File: src/hdl/qacsf_defines.vh
// Constants for the four-input converter serial frame control
// Assumes inclusion by qacsf_top.v and qacsf_buf2.v
`ifndef QACSF_DEFINES_VH
`define QACSF_DEFINES_VH

// --------------------------------------------------------------
// Conversion frame counts, in serial clock falling edges
// --------------------------------------------------------------
`define QACSF_CNT_W 5
`define QACSF_FALLS_PER_CONV 5'h10
`define QACSF_TRACK_FIRST 5'h01
`define QACSF_TRACK_LAST 5'h03
`define QACSF_CAPTURE_FALL 5'h04
`define QACSF_MSB_FALL 5'h04
`define QACSF_LSB_FALL 5'h0b
`define QACSF_CTL_LAST_RISE 5'h08

// --------------------------------------------------------------
// Control register layout
// --------------------------------------------------------------
`define QACSF_CTL_W 8
`define QACSF_CTL_RESET 8'h00
`define QACSF_CHAN_HI 4
`define QACSF_CHAN_LO 3
`define QACSF_CHAN_RESET 2'h0

// --------------------------------------------------------------
// Result word
// --------------------------------------------------------------
`define QACSF_RES_W 8

`endif

File: src/hdl/qacsf_top.v
// Serial frame control of a four-input 8-bit sampling converter
// Assumes pins from the host are asynchronous to clk; the analog core
// presents its finished code on core_code and reads track/chan outputs.
`include "qacsf_defines.vh"

module qacsf_top (
    clk,
    arst_n,
    frame_sel_n,
    ser_clk,
    ser_cfg_in,
    core_code,
    ser_res_out,
    ser_res_oe_n,
    track_mode,
    hold_mode,
    power_down,
    sample_strobe,
    chan_sel,
    ctl_reg
);
    input wire clk;
    input wire arst_n;
    input wire frame_sel_n;
    input wire ser_clk;
    input wire ser_cfg_in;
    input wire [`QACSF_RES_W-1:0] core_code;
    output reg ser_res_out;
    output reg ser_res_oe_n;
    output reg track_mode;
    output reg hold_mode;
    output reg power_down;
    output reg sample_strobe;
    output reg [1:0] chan_sel;
    output reg [`QACSF_CTL_W-1:0] ctl_reg;

    // --------------------------------------------------------------
    // Reset release and pin synchronisers
    // --------------------------------------------------------------
    reg [1:0] rst_sync_r;
    wire rst_n;
    reg [1:0] cs_sync_r;
    reg [1:0] sck_sync_r;
    reg [1:0] din_sync_r;
    reg cs_d_r;
    reg sck_d_r;

    always @(posedge clk or negedge arst_n) begin
        if (!arst_n) begin
            rst_sync_r <= 2'h0;
        end else begin
            rst_sync_r <= {rst_sync_r[0], 1'b1};
        end
    end
    assign rst_n = rst_sync_r[1];

    always @(posedge clk or negedge rst_n) begin
        if (!rst_n) begin
            cs_sync_r <= 2'h3;
            sck_sync_r <= 2'h0;
            din_sync_r <= 2'h0;
            cs_d_r <= 1'b1;
            sck_d_r <= 1'b0;
        end else begin
            cs_sync_r <= {cs_sync_r[0], frame_sel_n};
            sck_sync_r <= {sck_sync_r[0], ser_clk};
            din_sync_r <= {din_sync_r[0], ser_cfg_in};
            cs_d_r <= cs_sync_r[1];
            sck_d_r <= sck_sync_r[1];
        end
    end

    // --------------------------------------------------------------
    // Internal clock edges
    // --------------------------------------------------------------
    wire cs_n_s;
    wire sck_s;
    wire cs_fall;
    wire cs_rise;
    wire int_fall;
    wire int_rise;

    assign cs_n_s = cs_sync_r[1];
    assign sck_s = sck_sync_r[1];
    assign cs_fall = cs_d_r && !cs_n_s;
    assign cs_rise = !cs_d_r && cs_n_s;
    // Clock gated by select; select fall over a low clock counts as a fall
    assign int_fall = !cs_n_s && ((sck_d_r && !sck_s) || (cs_fall && !sck_s));
    assign int_rise = !cs_n_s && !cs_fall && !sck_d_r && sck_s;

    // --------------------------------------------------------------
    // Falling edge count within a conversion
    // --------------------------------------------------------------
    reg [`QACSF_CNT_W-1:0] fall_cnt_r;
    reg [`QACSF_CNT_W-1:0] fall_cnt_nxt;

    always @* begin
        fall_cnt_nxt = fall_cnt_r;
        if (cs_n_s || cs_fall) begin
            fall_cnt_nxt = {`QACSF_CNT_W{1'b0}};
        end
        if (int_fall) begin
            if (fall_cnt_r == `QACSF_FALLS_PER_CONV || cs_fall) begin
                fall_cnt_nxt = `QACSF_TRACK_FIRST;
            end else if (fall_cnt_r == {`QACSF_CNT_W{1'b0}}) begin
                fall_cnt_nxt = `QACSF_TRACK_FIRST;
            end else begin
                fall_cnt_nxt = fall_cnt_r + `QACSF_TRACK_FIRST;
            end
        end
    end

    always @(posedge clk or negedge rst_n) begin
        if (!rst_n) begin
            fall_cnt_r <= {`QACSF_CNT_W{1'b0}};
        end else begin
            fall_cnt_r <= fall_cnt_nxt;
        end
    end

    // --------------------------------------------------------------
    // Mode outputs
    // --------------------------------------------------------------
    wire in_conv;
    assign in_conv = (fall_cnt_nxt != {`QACSF_CNT_W{1'b0}})
        && (fall_cnt_nxt != `QACSF_FALLS_PER_CONV);

    always @(posedge clk or negedge rst_n) begin
        if (!rst_n) begin
            track_mode <= 1'b0;
            hold_mode <= 1'b0;
            power_down <= 1'b1;
            sample_strobe <= 1'b0;
        end else begin
            track_mode <= (fall_cnt_nxt >= `QACSF_TRACK_FIRST)
                && (fall_cnt_nxt <= `QACSF_TRACK_LAST);
            hold_mode <= (fall_cnt_nxt >= `QACSF_CAPTURE_FALL) && in_conv;
            power_down <= !in_conv;
            sample_strobe <= int_fall && (fall_cnt_nxt == `QACSF_CAPTURE_FALL);
        end
    end

    // --------------------------------------------------------------
    // Control register and channel select
    // --------------------------------------------------------------
    reg [`QACSF_CTL_W-1:0] ctl_shift_r;
    wire [`QACSF_CTL_W-1:0] ctl_shift_nxt;

    assign ctl_shift_nxt = {ctl_shift_r[`QACSF_CTL_W-2:0], din_sync_r[1]};

    always @(posedge clk or negedge rst_n) begin
        if (!rst_n) begin
            ctl_shift_r <= `QACSF_CTL_RESET;
            ctl_reg <= `QACSF_CTL_RESET;
            chan_sel <= `QACSF_CHAN_RESET;
        end else begin
            if (int_rise && fall_cnt_r >= `QACSF_TRACK_FIRST
                && fall_cnt_r <= `QACSF_CTL_LAST_RISE) begin
                ctl_shift_r <= ctl_shift_nxt;
                if (fall_cnt_r == `QACSF_CTL_LAST_RISE) begin
                    ctl_reg <= ctl_shift_nxt;
                end
            end
            // Address latched at each conversion start, so it applies one late
            if (int_fall && fall_cnt_nxt == `QACSF_TRACK_FIRST) begin
                chan_sel <= ctl_reg[`QACSF_CHAN_HI:`QACSF_CHAN_LO];
            end
        end
    end

    // --------------------------------------------------------------
    // Result path through the two-entry buffer
    // --------------------------------------------------------------
    reg push_pend_r;
    reg [`QACSF_RES_W-1:0] cap_r;
    wire buf_in_ready;
    wire buf_out_valid;
    wire [`QACSF_RES_W-1:0] buf_out_data;
    reg shift_busy_r;
    reg [`QACSF_RES_W-1:0] shreg_r;
    wire pop;

    always @(posedge clk or negedge rst_n) begin
        if (!rst_n) begin
            push_pend_r <= 1'b0;
            cap_r <= {`QACSF_RES_W{1'b0}};
        end else if (cs_n_s) begin
            push_pend_r <= 1'b0;
        end else if (int_fall && fall_cnt_nxt == `QACSF_CAPTURE_FALL) begin
            push_pend_r <= 1'b1;
            cap_r <= core_code;
        end else if (buf_in_ready) begin
            push_pend_r <= 1'b0;
        end
    end

    qacsf_buf2 u_buf (
        .clk(clk),
        .rst_n(rst_n),
        .flush(cs_n_s),
        .in_valid(push_pend_r),
        .in_ready(buf_in_ready),
        .in_data(cap_r),
        .out_valid(buf_out_valid),
        .out_ready(!shift_busy_r),
        .out_data(buf_out_data)
    );

    assign pop = buf_out_valid && !shift_busy_r;

    // --------------------------------------------------------------
    // Serial result output
    // --------------------------------------------------------------
    always @(posedge clk or negedge rst_n) begin
        if (!rst_n) begin
            shift_busy_r <= 1'b0;
            shreg_r <= {`QACSF_RES_W{1'b0}};
            ser_res_out <= 1'b0;
            ser_res_oe_n <= 1'b1;
        end else begin
            ser_res_oe_n <= cs_n_s;
            if (cs_n_s || cs_rise) begin
                shift_busy_r <= 1'b0;
                ser_res_out <= 1'b0;
            end else if (pop) begin
                shift_busy_r <= 1'b1;
                shreg_r <= {buf_out_data[`QACSF_RES_W-2:0], 1'b0};
                ser_res_out <= buf_out_data[`QACSF_RES_W-1];
            end else if (int_fall && shift_busy_r) begin
                if (fall_cnt_nxt > `QACSF_MSB_FALL && fall_cnt_nxt <= `QACSF_LSB_FALL) begin
                    shreg_r <= {shreg_r[`QACSF_RES_W-2:0], 1'b0};
                    ser_res_out <= shreg_r[`QACSF_RES_W-1];
                end else if (fall_cnt_nxt > `QACSF_LSB_FALL
                    || fall_cnt_nxt < `QACSF_MSB_FALL) begin
                    shift_busy_r <= 1'b0;
                    ser_res_out <= 1'b0;
                end
            end else if (int_fall && !shift_busy_r) begin
                ser_res_out <= 1'b0;
            end
        end
    end

endmodule

File: src/hdl/qacsf_buf2.v
// Two-entry buffer with valid and ready on both sides
// Assumes one clock, active-high synchronous flush, async active-low reset
`include "qacsf_defines.vh"

module qacsf_buf2 (
    clk,
    rst_n,
    flush,
    in_valid,
    in_ready,
    in_data,
    out_valid,
    out_ready,
    out_data
);
    input wire clk;
    input wire rst_n;
    input wire flush;
    input wire in_valid;
    output wire in_ready;
    input wire [`QACSF_RES_W-1:0] in_data;
    output wire out_valid;
    input wire out_ready;
    output wire [`QACSF_RES_W-1:0] out_data;

    reg [`QACSF_RES_W-1:0] mem_r [0:1];
    reg wr_ptr_r;
    reg rd_ptr_r;
    reg [1:0] count_r;
    wire push;
    wire pop;

    assign in_ready = (count_r != 2'h2);
    assign out_valid = (count_r != 2'h0);
    assign out_data = mem_r[rd_ptr_r];
    assign push = in_valid && in_ready;
    assign pop = out_valid && out_ready;

    // --------------------------------------------------------------
    // Storage and pointers
    // --------------------------------------------------------------
    always @(posedge clk or negedge rst_n) begin
        if (!rst_n) begin
            wr_ptr_r <= 1'b0;
            rd_ptr_r <= 1'b0;
            count_r <= 2'h0;
        end else if (flush) begin
            wr_ptr_r <= 1'b0;
            rd_ptr_r <= 1'b0;
            count_r <= 2'h0;
        end else begin
            if (push) begin
                wr_ptr_r <= ~wr_ptr_r;
            end
            if (pop) begin
                rd_ptr_r <= ~rd_ptr_r;
            end
            if (push && !pop) begin
                count_r <= count_r + 2'h1;
            end else if (pop && !push) begin
                count_r <= count_r - 2'h1;
            end
        end
    end

    always @(posedge clk) begin
        if (push) begin
            mem_r[wr_ptr_r] <= in_data;
        end
    end

endmodule

File: config.mk
export PLATFORM = sky130hd
export DESIGN_NAME = qacsf_top
export DESIGN_NICKNAME = d
export VERILOG_FILES = /design/src/hdl/qacsf_top.v /design/src/hdl/qacsf_buf2.v
export VERILOG_INCLUDE_DIRS = /design/src /design/src/hdl
export SDC_FILE = /design/constraint.sdc
export NUM_CORES = 1
export LEC_CHECK = 0
export ABC_AREA = 1
export BUFFER_PORTS_ARGS = -buffer_cell sky130_fd_sc_hd__buf_2
export CAP_MARGIN = 20
export CORE_UTILIZATION = 35
export CTS_CLUSTER_SIZE = 16
export DETAILED_ROUTE_END_ITERATION = 7
export PLACE_DENSITY = 0.53
export SYNTH_ARGS = -nofsm -noshare
export SYNTH_HDL_FRONTEND = slang
export SYNTH_SLANG_ARGS = --single-unit
File: constraint.sdc
create_clock -name clk -period 4.2 [get_ports clk]
set_input_delay 0.84 -clock clk [delete_from_list [all_inputs] [get_ports clk]]
set_output_delay 0.84 -clock clk [all_outputs]
set_load 0.01 [all_outputs]
* After elaboration in Yosys (flattened, before gate mapping)
Memories as Yosys holds them, arrays and structs flattened.
Cells that the tools add are included.
** Operators by class
- Add/sub/neg operators :: 3
- Order comparisons :: 9
- Equality and inequality tests :: 8
- Multiplexer cells :: 29
- Bitwise logic cells :: 4
- Reduce and logical (&&, ||, !) cells :: 53
** Operators by type and width (count)
- 8-bit 2-to-1 mux :: 3
- 1-bit logical AND :: 22
- 5-bit 2-to-1 mux :: 4
- 1-bit 2-to-1 mux :: 19
- 3-bit nonzero test :: 4
- 5-bit by 1-bit greater-or-equal comparator with 1-bit output (second input constant) :: 2
- 5-bit by 4-bit <= comparator with 1-bit output (second input constant) :: 2
- 2-bit nonzero test :: 5
- 1-bit zero test :: 9
- 2-bit 2-to-1 mux :: 3
- 2-bit AND reduction :: 3
- 3-bit AND reduction :: 2
- 5-bit by 1-bit adder with 5-bit output (second input constant) :: 1
- 5-bit by 1-bit equality test with 1-bit output (second input constant) :: 1
- 5-bit by 3-bit equality test with 1-bit output (second input constant) :: 1
- 5-bit by 4-bit equality test with 1-bit output (second input constant) :: 1
- 5-bit equality test (second input constant) :: 1
- 5-bit by 3-bit greater-or-equal comparator with 1-bit output (second input constant) :: 1
- 5-bit by 3-bit greater-than comparator with 1-bit output (second input constant) :: 1
- 5-bit by 4-bit greater-than comparator with 1-bit output (second input constant) :: 1
- 5-bit by 2-bit <= comparator with 1-bit output (second input constant) :: 1
- 5-bit zero test :: 1
- 1-bit logical OR :: 5
- 5-bit by 3-bit less-than comparator with 1-bit output (second input constant) :: 1
- 9 further kinds :: 12
** Word-level totals
- Register bits :: 59
- RAM bits :: 16
- Logic and storage cells :: 129
- Memories :: 1
** Memory list
- u_buf.mem_r :: words 2, width 8, read ports 1, clocked after memory_dff 0, write ports 1, RTL line qacsf_buf2.v:26 : reg [`QACSF_RES_W-1:0] mem_r [0:1];

* Depth between registers and ports, before layout
Gate-level depths: netlist of the first run.
- Depth in word-level cells :: 13
- Mapped depth :: 17
- Gate-level depth less buffers :: 17

* By module
A second synthesis of the first run with hierarchy kept.
** Unflattened totals
- Cells, all modules :: 356
- Area, all modules :: 3408.3 µm²
** By module, submodules not included
- qacsf_top :: times used 1, cells an instance 280, area each 2568.7 µm²
- qacsf_buf2 :: times used 1, cells an instance 76, area each 839.6 µm²

* Worst setup path before layout of the first run
No wires, ideal clock.
- Kind :: register to register
- From :: reg fall_cnt_r[0]
- To :: reg shreg_r[2]
- Data arrival time :: 1731 ps
- Setup slack :: 2352 ps
- Cell stages (with the launch flop) :: 15
- Buffers on the path :: 0
- Clock period less this slack :: 1848 ps
- Cells stage by stage :: dfrtp_1 > inv_1 > ha_1 > nand2_1 > inv_1 > nand2_1 > nand2_4 > o21ai_2 > nand2_2 > nor2_4 > nand3_2 > nand3_4 > nand2_4 > nand2_1 > nand2_1
** Between the ends
- Word-level cells in the longest chain between the ends :: 8
** RTL lines
- from (decl) :: RTL line qacsf_top.v:94 : reg [`QACSF_CNT_W-1:0] fall_cnt_r;
- from (signal assigned) :: RTL line qacsf_top.v:115 : fall_cnt_r <= {`QACSF_CNT_W{1'b0}};
- from (signal assigned) :: RTL line qacsf_top.v:117 : fall_cnt_r <= fall_cnt_nxt;
- 5-bit by 1-bit adder with 5-bit output (no source line), or another cell as far along
- 5-bit 2-to-1 mux or 1-bit logical OR (tied branches) :: RTL line qacsf_top.v:105, qacsf_top.v:103
- 5-bit 2-to-1 mux :: RTL line qacsf_top.v:103 : if (fall_cnt_r == `QACSF_FALLS_PER_CONV || cs_fall) begin
- 5-bit 2-to-1 mux (*) :: RTL line qacsf_top.v:102 : if (int_fall) begin
- named net fall_cnt_nxt[0] :: RTL line qacsf_top.v:95 : reg [`QACSF_CNT_W-1:0] fall_cnt_nxt;
- 5-bit by 3-bit greater-than comparator with 1-bit output (no source line) or 5-bit by 4-bit <= comparator with 1-bit output (tied branches)
- 1-bit logical AND (no source line) (*)
- 2-bit nonzero test (no source line) (*)
- 3-bit AND reduction (no source line) (*)
- to (signal assigned) :: RTL line qacsf_top.v:217 : shreg_r <= {`QACSF_RES_W{1'b0}};
- to (signal assigned) :: RTL line qacsf_top.v:227 : shreg_r <= {buf_out_data[`QACSF_RES_W-2:0], 1'b0};
- to (signal assigned) :: RTL line qacsf_top.v:231 : shreg_r <= {shreg_r[`QACSF_RES_W-2:0], 1'b0};
- to (decl) :: RTL line qacsf_top.v:180 : reg [`QACSF_RES_W-1:0] shreg_r;
Mark *: on every way through the listed nets, which the timed path passes. The rest lies on a longest branch.
A chain may end at the register's enable or synchronous reset.

* Worst setup path in the final report of the first run
- From :: reg fall_cnt_r[0]
- To :: reg shreg_r[4]
The elaborated chain is that of the path after synthesis.

==> impl_results.md, run 1 <==
- CP max stage delay: about 480 ps
- Arrival time worst endpoint: around 2300 ps
- Leak: ~1.7 nW
- Syn Nets: about 340
- Die H: roughly 99 um
- Final setup TNS: 0 ps
- Ant diodes: 0
- Crit start category: flop
- DR vias: ~2,200
- Peak Freq: ~480 MHz
- Ports: 29
- Clock buffer depth: 2
- Final slew viol count: 0
- Avg Inst Size Synth: about 10 um2
- FF+latch area: a little under 2000 um2
- Final Skew: between 10 and 15 ps
- Cell at the slowest stage of the critical path: dfrtp_1
- CTS tree: done
- Clk sink count: between 70 and 80
- Footprint of the multi-input gates: 1180 um2
- Final Instance Area: around 3700 um2
- Hold Fails Final Rpt: 0
- Maxcap violations: 0
- Wire length per cell: ~12 um
- Antenna viol nets, final: 0
- Initial core utilization: ~37%
- Stages on worst setup path: 14
- TritonRoute pass-1 iters: 4
- Crit path buf inv count: 2
- Non-Filler Instances: about 470
- Cell breakdown of the critical path: inv_1 > ha_1 > inv_1 > nor2_1 > nand2_1 > nand2_1 > o21ai_2 > nand2_2 > nor2_4 > nand3_2 > nand3_4 > nand2_4 > nand2_1 > nand2_1
- Total gr overflow: 0
- First-pass GRT wire length: about 9.9 mm
- Detailed Route Iter0 Violations: 73
- CTS root buf: clkbuf_8
- Num CTS Buffers: 9
- Total wire length: roughly 5.6 mm
- Outcome: complete, no violations
- Register area share after synthesis: between 50 and 60%
- Hold-fix buffers at CTS: 0
- GRT Util Overall: between 10% and 20%
- Placed insts: ~450
- Cell Area, Placed: 3540 um2
- Sequential share of power: around three fifths
- Clock share of power: 36.9%
- Port bufs: 28
- Yosys reg bits: 74
- EDFF count, synth: 16
- Worst Hold Class: reg -> async
- Sw power: 315 uW
- Synthesized instance count: around 320
- Clock latency on the worst-skew pair: about 340 ps
- Worst-Margin Slew: ~700 ps
- Cell mode on critical path: nand2_1
- Yosys warning total: 0
- Synth-to-layout area growth: 12.8%
- Layout Nets: 370
- Fill cell count: approximately 840
- Total chip power: about 1.3 mW
- Crit Path Class: reg -> reg
- Syn Std Cell Area: around 3300 um2
- Initial antenna violation count: 0
- Number of flip-flops in the largest register: 16
- Ys async rst share: 78.4%
- Worst reg2reg path depth: 14
- Peak supply drop: 0.000177 V
- Final Cycle Share: between 50 and 60%
- Distinct cell type count after synthesis: 34
- Sw frac: 24.3%
- Combinational share of power: under 10%
- DP Wirelength: roughly 4 mm
- DRC violations left: 0
- Num rows: 34
- Clk pin slew, worst setup/hold paths: 80 ps
- RePlAce Congestion: 0.725
- CP top delay family: simple AND/OR/NAND/NOR gates
- Pwr per Cell Area: approximately 350 nW/um2
- Crit. End Element: flop
- Post-CTS Repair Setup Buffers: 0
- Layout cell share with drive strength beyond 1: about a quarter
- Post_cts resized: 0
- Top_reg_cell synth: dfrtp_1
- Core footprint: 8890 um2
- Full die area: 9780 um2
- CP Data Required Time: 4430 ps
- Vias in the first global route: slightly above 2,000
- CP max FO: 8
- Largest net degree at the start of global routing: 37
- Final Setup Violations: 0
- Slew headroom: ~53%
- Pint: ~980 uW
- Max H-tree Level: 3
- Tmin final: roughly 2100 ps
- Vias per inst: approximately 4.6
- Die width: slightly below 100 um
- RSZ-0062 raised after global routing: no
==> Yosys cell counts (6+ instances only) <==
library cell  count  area, um2
nor2_4            6       67.6
a21oi_1          10       50.1
nand2_4           7       78.8
inv_1            25       93.8
nand3_1          17       85.1
dfrtp_1          54       1350
nor2_1           21       78.8
inv_2             6       22.5
edfxtp_1         16        480
o21ai_0          21        105
nand2_1          81        304
nand2_2           6       37.5
nor3_1            6       30.0
mux2i_1           6       60.1
==> cell usage in the layout (no fill, tap or decap), types with 3 or more instances in the layout <==
| master | n |
|---|---|
| a21oi_1 | 10 |
| buf_2 | 28 |
| clkbuf_8 | 9 |
| clkinv_2 | 4 |
| dfrtp_1 | 53 |
| dfstp_2 | 4 |
| edfxtp_1 | 16 |
| ha_1 | 3 |
| inv_1 | 25 |
| inv_2 | 6 |
| mux2_2 | 3 |
| mux2i_1 | 6 |
| nand2_1 | 81 |
| nand2_2 | 6 |
| nand2_4 | 7 |
| nand3_1 | 17 |
| nand3_2 | 3 |
| nand4_1 | 3 |
| nor2_1 | 21 |
| nor2_4 | 6 |
| nor3_1 | 6 |
| o21ai_0 | 21 |
==> kinds of logic (layout without fill, tap and decap cells) <==
| logic type | count (synthesis) | after routing | share of synthesized area (%) |
|---|---|---|---|
| simple gates | 157 | 157 | 25.5 |
| flops | 74 | 74 | 58.9 |
| buf+inv | 39 | 79 | 5.18 |
| compound gates | 36 | 36 | 6.24 |
| mux | 9 | 9 | 2.85 |
| fa+ha+maj | 3 | 3 | 1.14 |
| other cells | 1 | 1 | 0.114 |
==> area by class of cell <==
class | count | area share, %
timing repair buffer | 30 | 4.18
sequential | 74 | 52.3
clock buffer | 10 | 3.44
inverter | 33 | 3.58
clock inverter | 6 | 1.08
tap | 108 | 3.64
multi-input combinational | 206 | 31.8
==> worst paths after layout <==
kind / slack, ps / to / start
worst max-delay path: 2100 / shreg_r[4] / fall_cnt_r[0]
worst min-delay path: 210 / din_sync_r[0] / rst_sync_r[1]
worst max register to register: 2100 / shreg_r[4] / fall_cnt_r[0]
worst min register to register: 210 / din_sync_r[0] / rst_sync_r[1]
max in group asynchronous: 3140 / ser_res_oe_n / rst_sync_r[1]
min in group clk: 350 / sck_sync_r[1] / sck_sync_r[0]
==> power groups by stage <==
stage          Clock [mW]  Combinational (mW)  Sequential (mW)
2_1_floorplan           0              0.0371            0.778
3_3_place_gp            0              0.0579            0.776
3_5_place_dp            0              0.0587            0.777
4_1_cts             0.499              0.0589            0.762
5_1_grt             0.523              0.0660            0.765
6_report            0.478              0.0576            0.762
==> per-stage QoR <==
| stage | util [%] | setup WS (ps) | hold slack, ps |
|---|---|---|---|
| finish | 41.7 | 2100 | 212 |
| global placement | 39.8 | 2190 | 229 |
| detailed placement | 39.8 | 2130 | 235 |
| CTS | 41.7 | 2110 | 231 |
| floorplan | - | 2350 | 331 |
| global route | 41.7 | 1850 | 252 |
==> routing by layer <==
metal	global-route usage, %	vias to the layer above	routed length [um]
met1	18.1	1014	2960
met3	2.84	9	179
li1	-	1096	-
met5	0	-	0
met4	6.20	0	120
met2	19.1	36	2340
No activity file was read; power rests on OpenSTA's default activity.
==> run 2: changes to the inputs <==
==> constraint.sdc (replaced) <==
create_clock -name clk -period 2.06 [get_ports clk]
set_input_delay 0.412 -clock clk [delete_from_list [all_inputs] [get_ports clk]]
set_output_delay 0.412 -clock clk [all_outputs]
set_load 0.01 [all_outputs]
==> impl_results.md, run 2 (synthesized netlist as in run 1, its figures left out) <==
- Outcome: complete, no violations
- RePlAce Congestion: 0.712 (-1.7%)
- Worst hold-check slack: 164 ps (-47.3 ps)
- Clock buffer depth: 2 (unchanged)
- Ant diodes: 0 (unchanged)
- Initial core utilization: 37.0% (unchanged)
- Num rows: 34 (unchanged)
- Commonest non-fill, non-tap cell in the layout: nand2_1
- Largest net degree at the start of global routing: 25 (-32%)
- Worst-Margin Slew: 507 ps (-190 ps)
- Placed insts: 458 (+1.6%)
- Worst reg2reg path depth: 16 (+2)
- Detailed Route Iter0 Violations: 161 (+120%)
- DR vias: 2,289 (+6.2%)
- Die width: 98.9 um (unchanged)
- Pwr per Cell Area: 686 nW/um2 (+96%)
- CP max FO: 7 (-1)
- Die H: 98.9 um (unchanged)
- Synth-to-layout area growth: 23.8%
- Num CTS Buffers: 9 (unchanged)
- Peak supply drop: 0.000327 V (+85%)
- Arrival time worst endpoint: 2260 ps (-80 ps)
- GRT Util Overall: 13.4% (+0.46 points)
- Routed wl met3: 221 um (+23%)
- Core footprint: 8890 um2 (unchanged)
- CTS tree: done
- Clk pin slew, worst setup/hold paths: 80 ps (about the same)
- Layout Nets: 402 (+8.6%)
- CP max stage delay: 450 ps (-30 ps)
- Ports: 29 (unchanged)
- CTS root buf: clkbuf_8
- Met1 WL: 3.15 mm (+6.3%)
- Final Setup Violations: 0 (unchanged)
- Cell breakdown of the critical path: inv_2 > ha_4 > inv_2 > nor2_4 > nand2_2 > buf_6 > nand3_4 > nor2_4 > nor2_4 > nand2_4 > nand2_4 > nor2_8 > nand3_4 > nand2_4 > nand2_1 > nand2_1
- DP Wirelength: 4.08 mm (+3.5%)
- Peak Freq: 493 MHz (+3.8%)
- DRC violations left: 0 (unchanged)
- RSZ-0062 raised after global routing: yes
- Clock latency on the worst-skew pair: 340 ps (about the same)
- Pre-CTS setup slack: -23.1 ps (-2150 ps)
- TritonRoute pass-1 iters: 4 (unchanged)
- Final Skew: 9.15 ps (-1.05 ps)
- Antenna viol nets, final: 0 (unchanged)
- Met2 WL: 2.73 mm (+17%)
- Crit start category: flop
- Initial antenna violation count: 0 (unchanged)
- Vias per inst: 4.59 (-0.59%)
- Cell at the slowest stage of the critical path: dfrtp_2
- Hold Path Stages: 1
- Total wire length: 6.23 mm (+11%)
- Highest metal used: met4
- Number of flip-flops in the largest register: 16 (unchanged)
- Port bufs: 28 (unchanged)
- First-pass GRT wire length: 10.2 mm (+2.3%)
- Most frequent cells in the layout: 74 x nand2_1, 51 x dfrtp_1, 28 x buf_2, 26 x buf_4
- Final worst slack: 31.8 ps (-2060 ps)
- Worst Hold Class: in -> reg
- Crit Path Class: reg -> reg
- CP Data Required Time: 2290 ps (-2140 ps)
- Final slew viol count: 0 (unchanged)
- Maxcap violations: 0 (unchanged)
- Non-Filler Instances: 499 (+6.9%)
- Clk sink count: 74 (unchanged)
- Layout cell share with drive strength beyond 1: 35.8% (+9.9 points)
- Full die area: 9780 um2 (unchanged)
- Max H-tree Level: 3 (unchanged)
- Wire length per cell: 12.5 um (+3.9%)
- Leak: 1.88 nW (+11%)
- Hold Fails Final Rpt: 0 (unchanged)
- Vias in the first global route: 2,164 (+4.4%)
- Slew headroom: 65.8% (+12 points)
- Final Cycle Share: 98.5% (+48 points)
- Tmin final: 2030 ps (-76.4 ps)
- Crit. End Element: flop
- Total gr overflow: 0 (unchanged)
run 2: area by class of cell:
| class | count | area [um2] |
|---|---|---|
| repair inverters | 1 | 5.00 |
| flip-flops and latches | 74 | 1940 |
| well taps | 108 | 135 |
| fillers | 836 | 4820 |
| multi-input cells | 207 | 1250 |
| repair buffers | 60 | 410 |
| clock inverters | 5 | 55.1 |
| inverters | 33 | 139 |
| clock buffers | 11 | 131 |
run 2: metrics by stage:
step	cell area [um2]	total power, mW	setup TNS, ps	util (%)
6_report	4070	2.79	0	45.8
5_1_grt	4070	2.92	-565	45.8
4_1_cts	3790	2.80	0	42.7
3_5_place_dp	3590	1.71	-104	40.4
3_3_place_gp	3590	1.71	0	40.4
2_1_floorplan	3290	1.66	0	-
run 2: report_power, final:
part           internal (mW)  switching (mW)
Sequential              1.52          0.0259
Combinational         0.0736          0.0958
Clock                  0.556           0.518
Total                   2.15           0.640
run 2: worst max-delay path: cells and delay by family (launching register included):
family | cells | cell delay (ps)
adder cells (fa/ha/maj) | 1 | 150
buffers and inverters | 3 | 260
flip-flops | 1 | 450
AND/OR/NAND/NOR | 12 | 1050
run 2: worst paths after layout:
check                                   start  slack (ps)             to
worst max-delay path            fall_cnt_r[1]          30     shreg_r[7]
worst min-delay path              frame_sel_n         160   cs_sync_r[0]
min in group asynchronous       rst_sync_r[1]         190  din_sync_r[0]
worst max register to register  fall_cnt_r[1]          30     shreg_r[7]
worst min register to register  rst_sync_r[1]         190  din_sync_r[0]
max in group asynchronous       rst_sync_r[1]        1160     power_down
run 2: routing by layer:
| metal | vias to the layer above | GRT usage (%) |
|---|---|---|
| li1 | 1164 | - |
| met5 | - | 0 |
| met2 | 42 | 19.4 |
| met1 | 1070 | 18.3 |
| met4 | 0 | 6.43 |
| met3 | 13 | 4.18 |
run 2: what timing repair did:
action                                  CTS  global route
gates cloned                              0             2
pin swaps                                 0            21
setup buffers                             0            22
hold buffers                              1             0
gates resized for setup                   2            28
hold endpoints to repair                  2             0
endpoints found under the setup margin   15            20
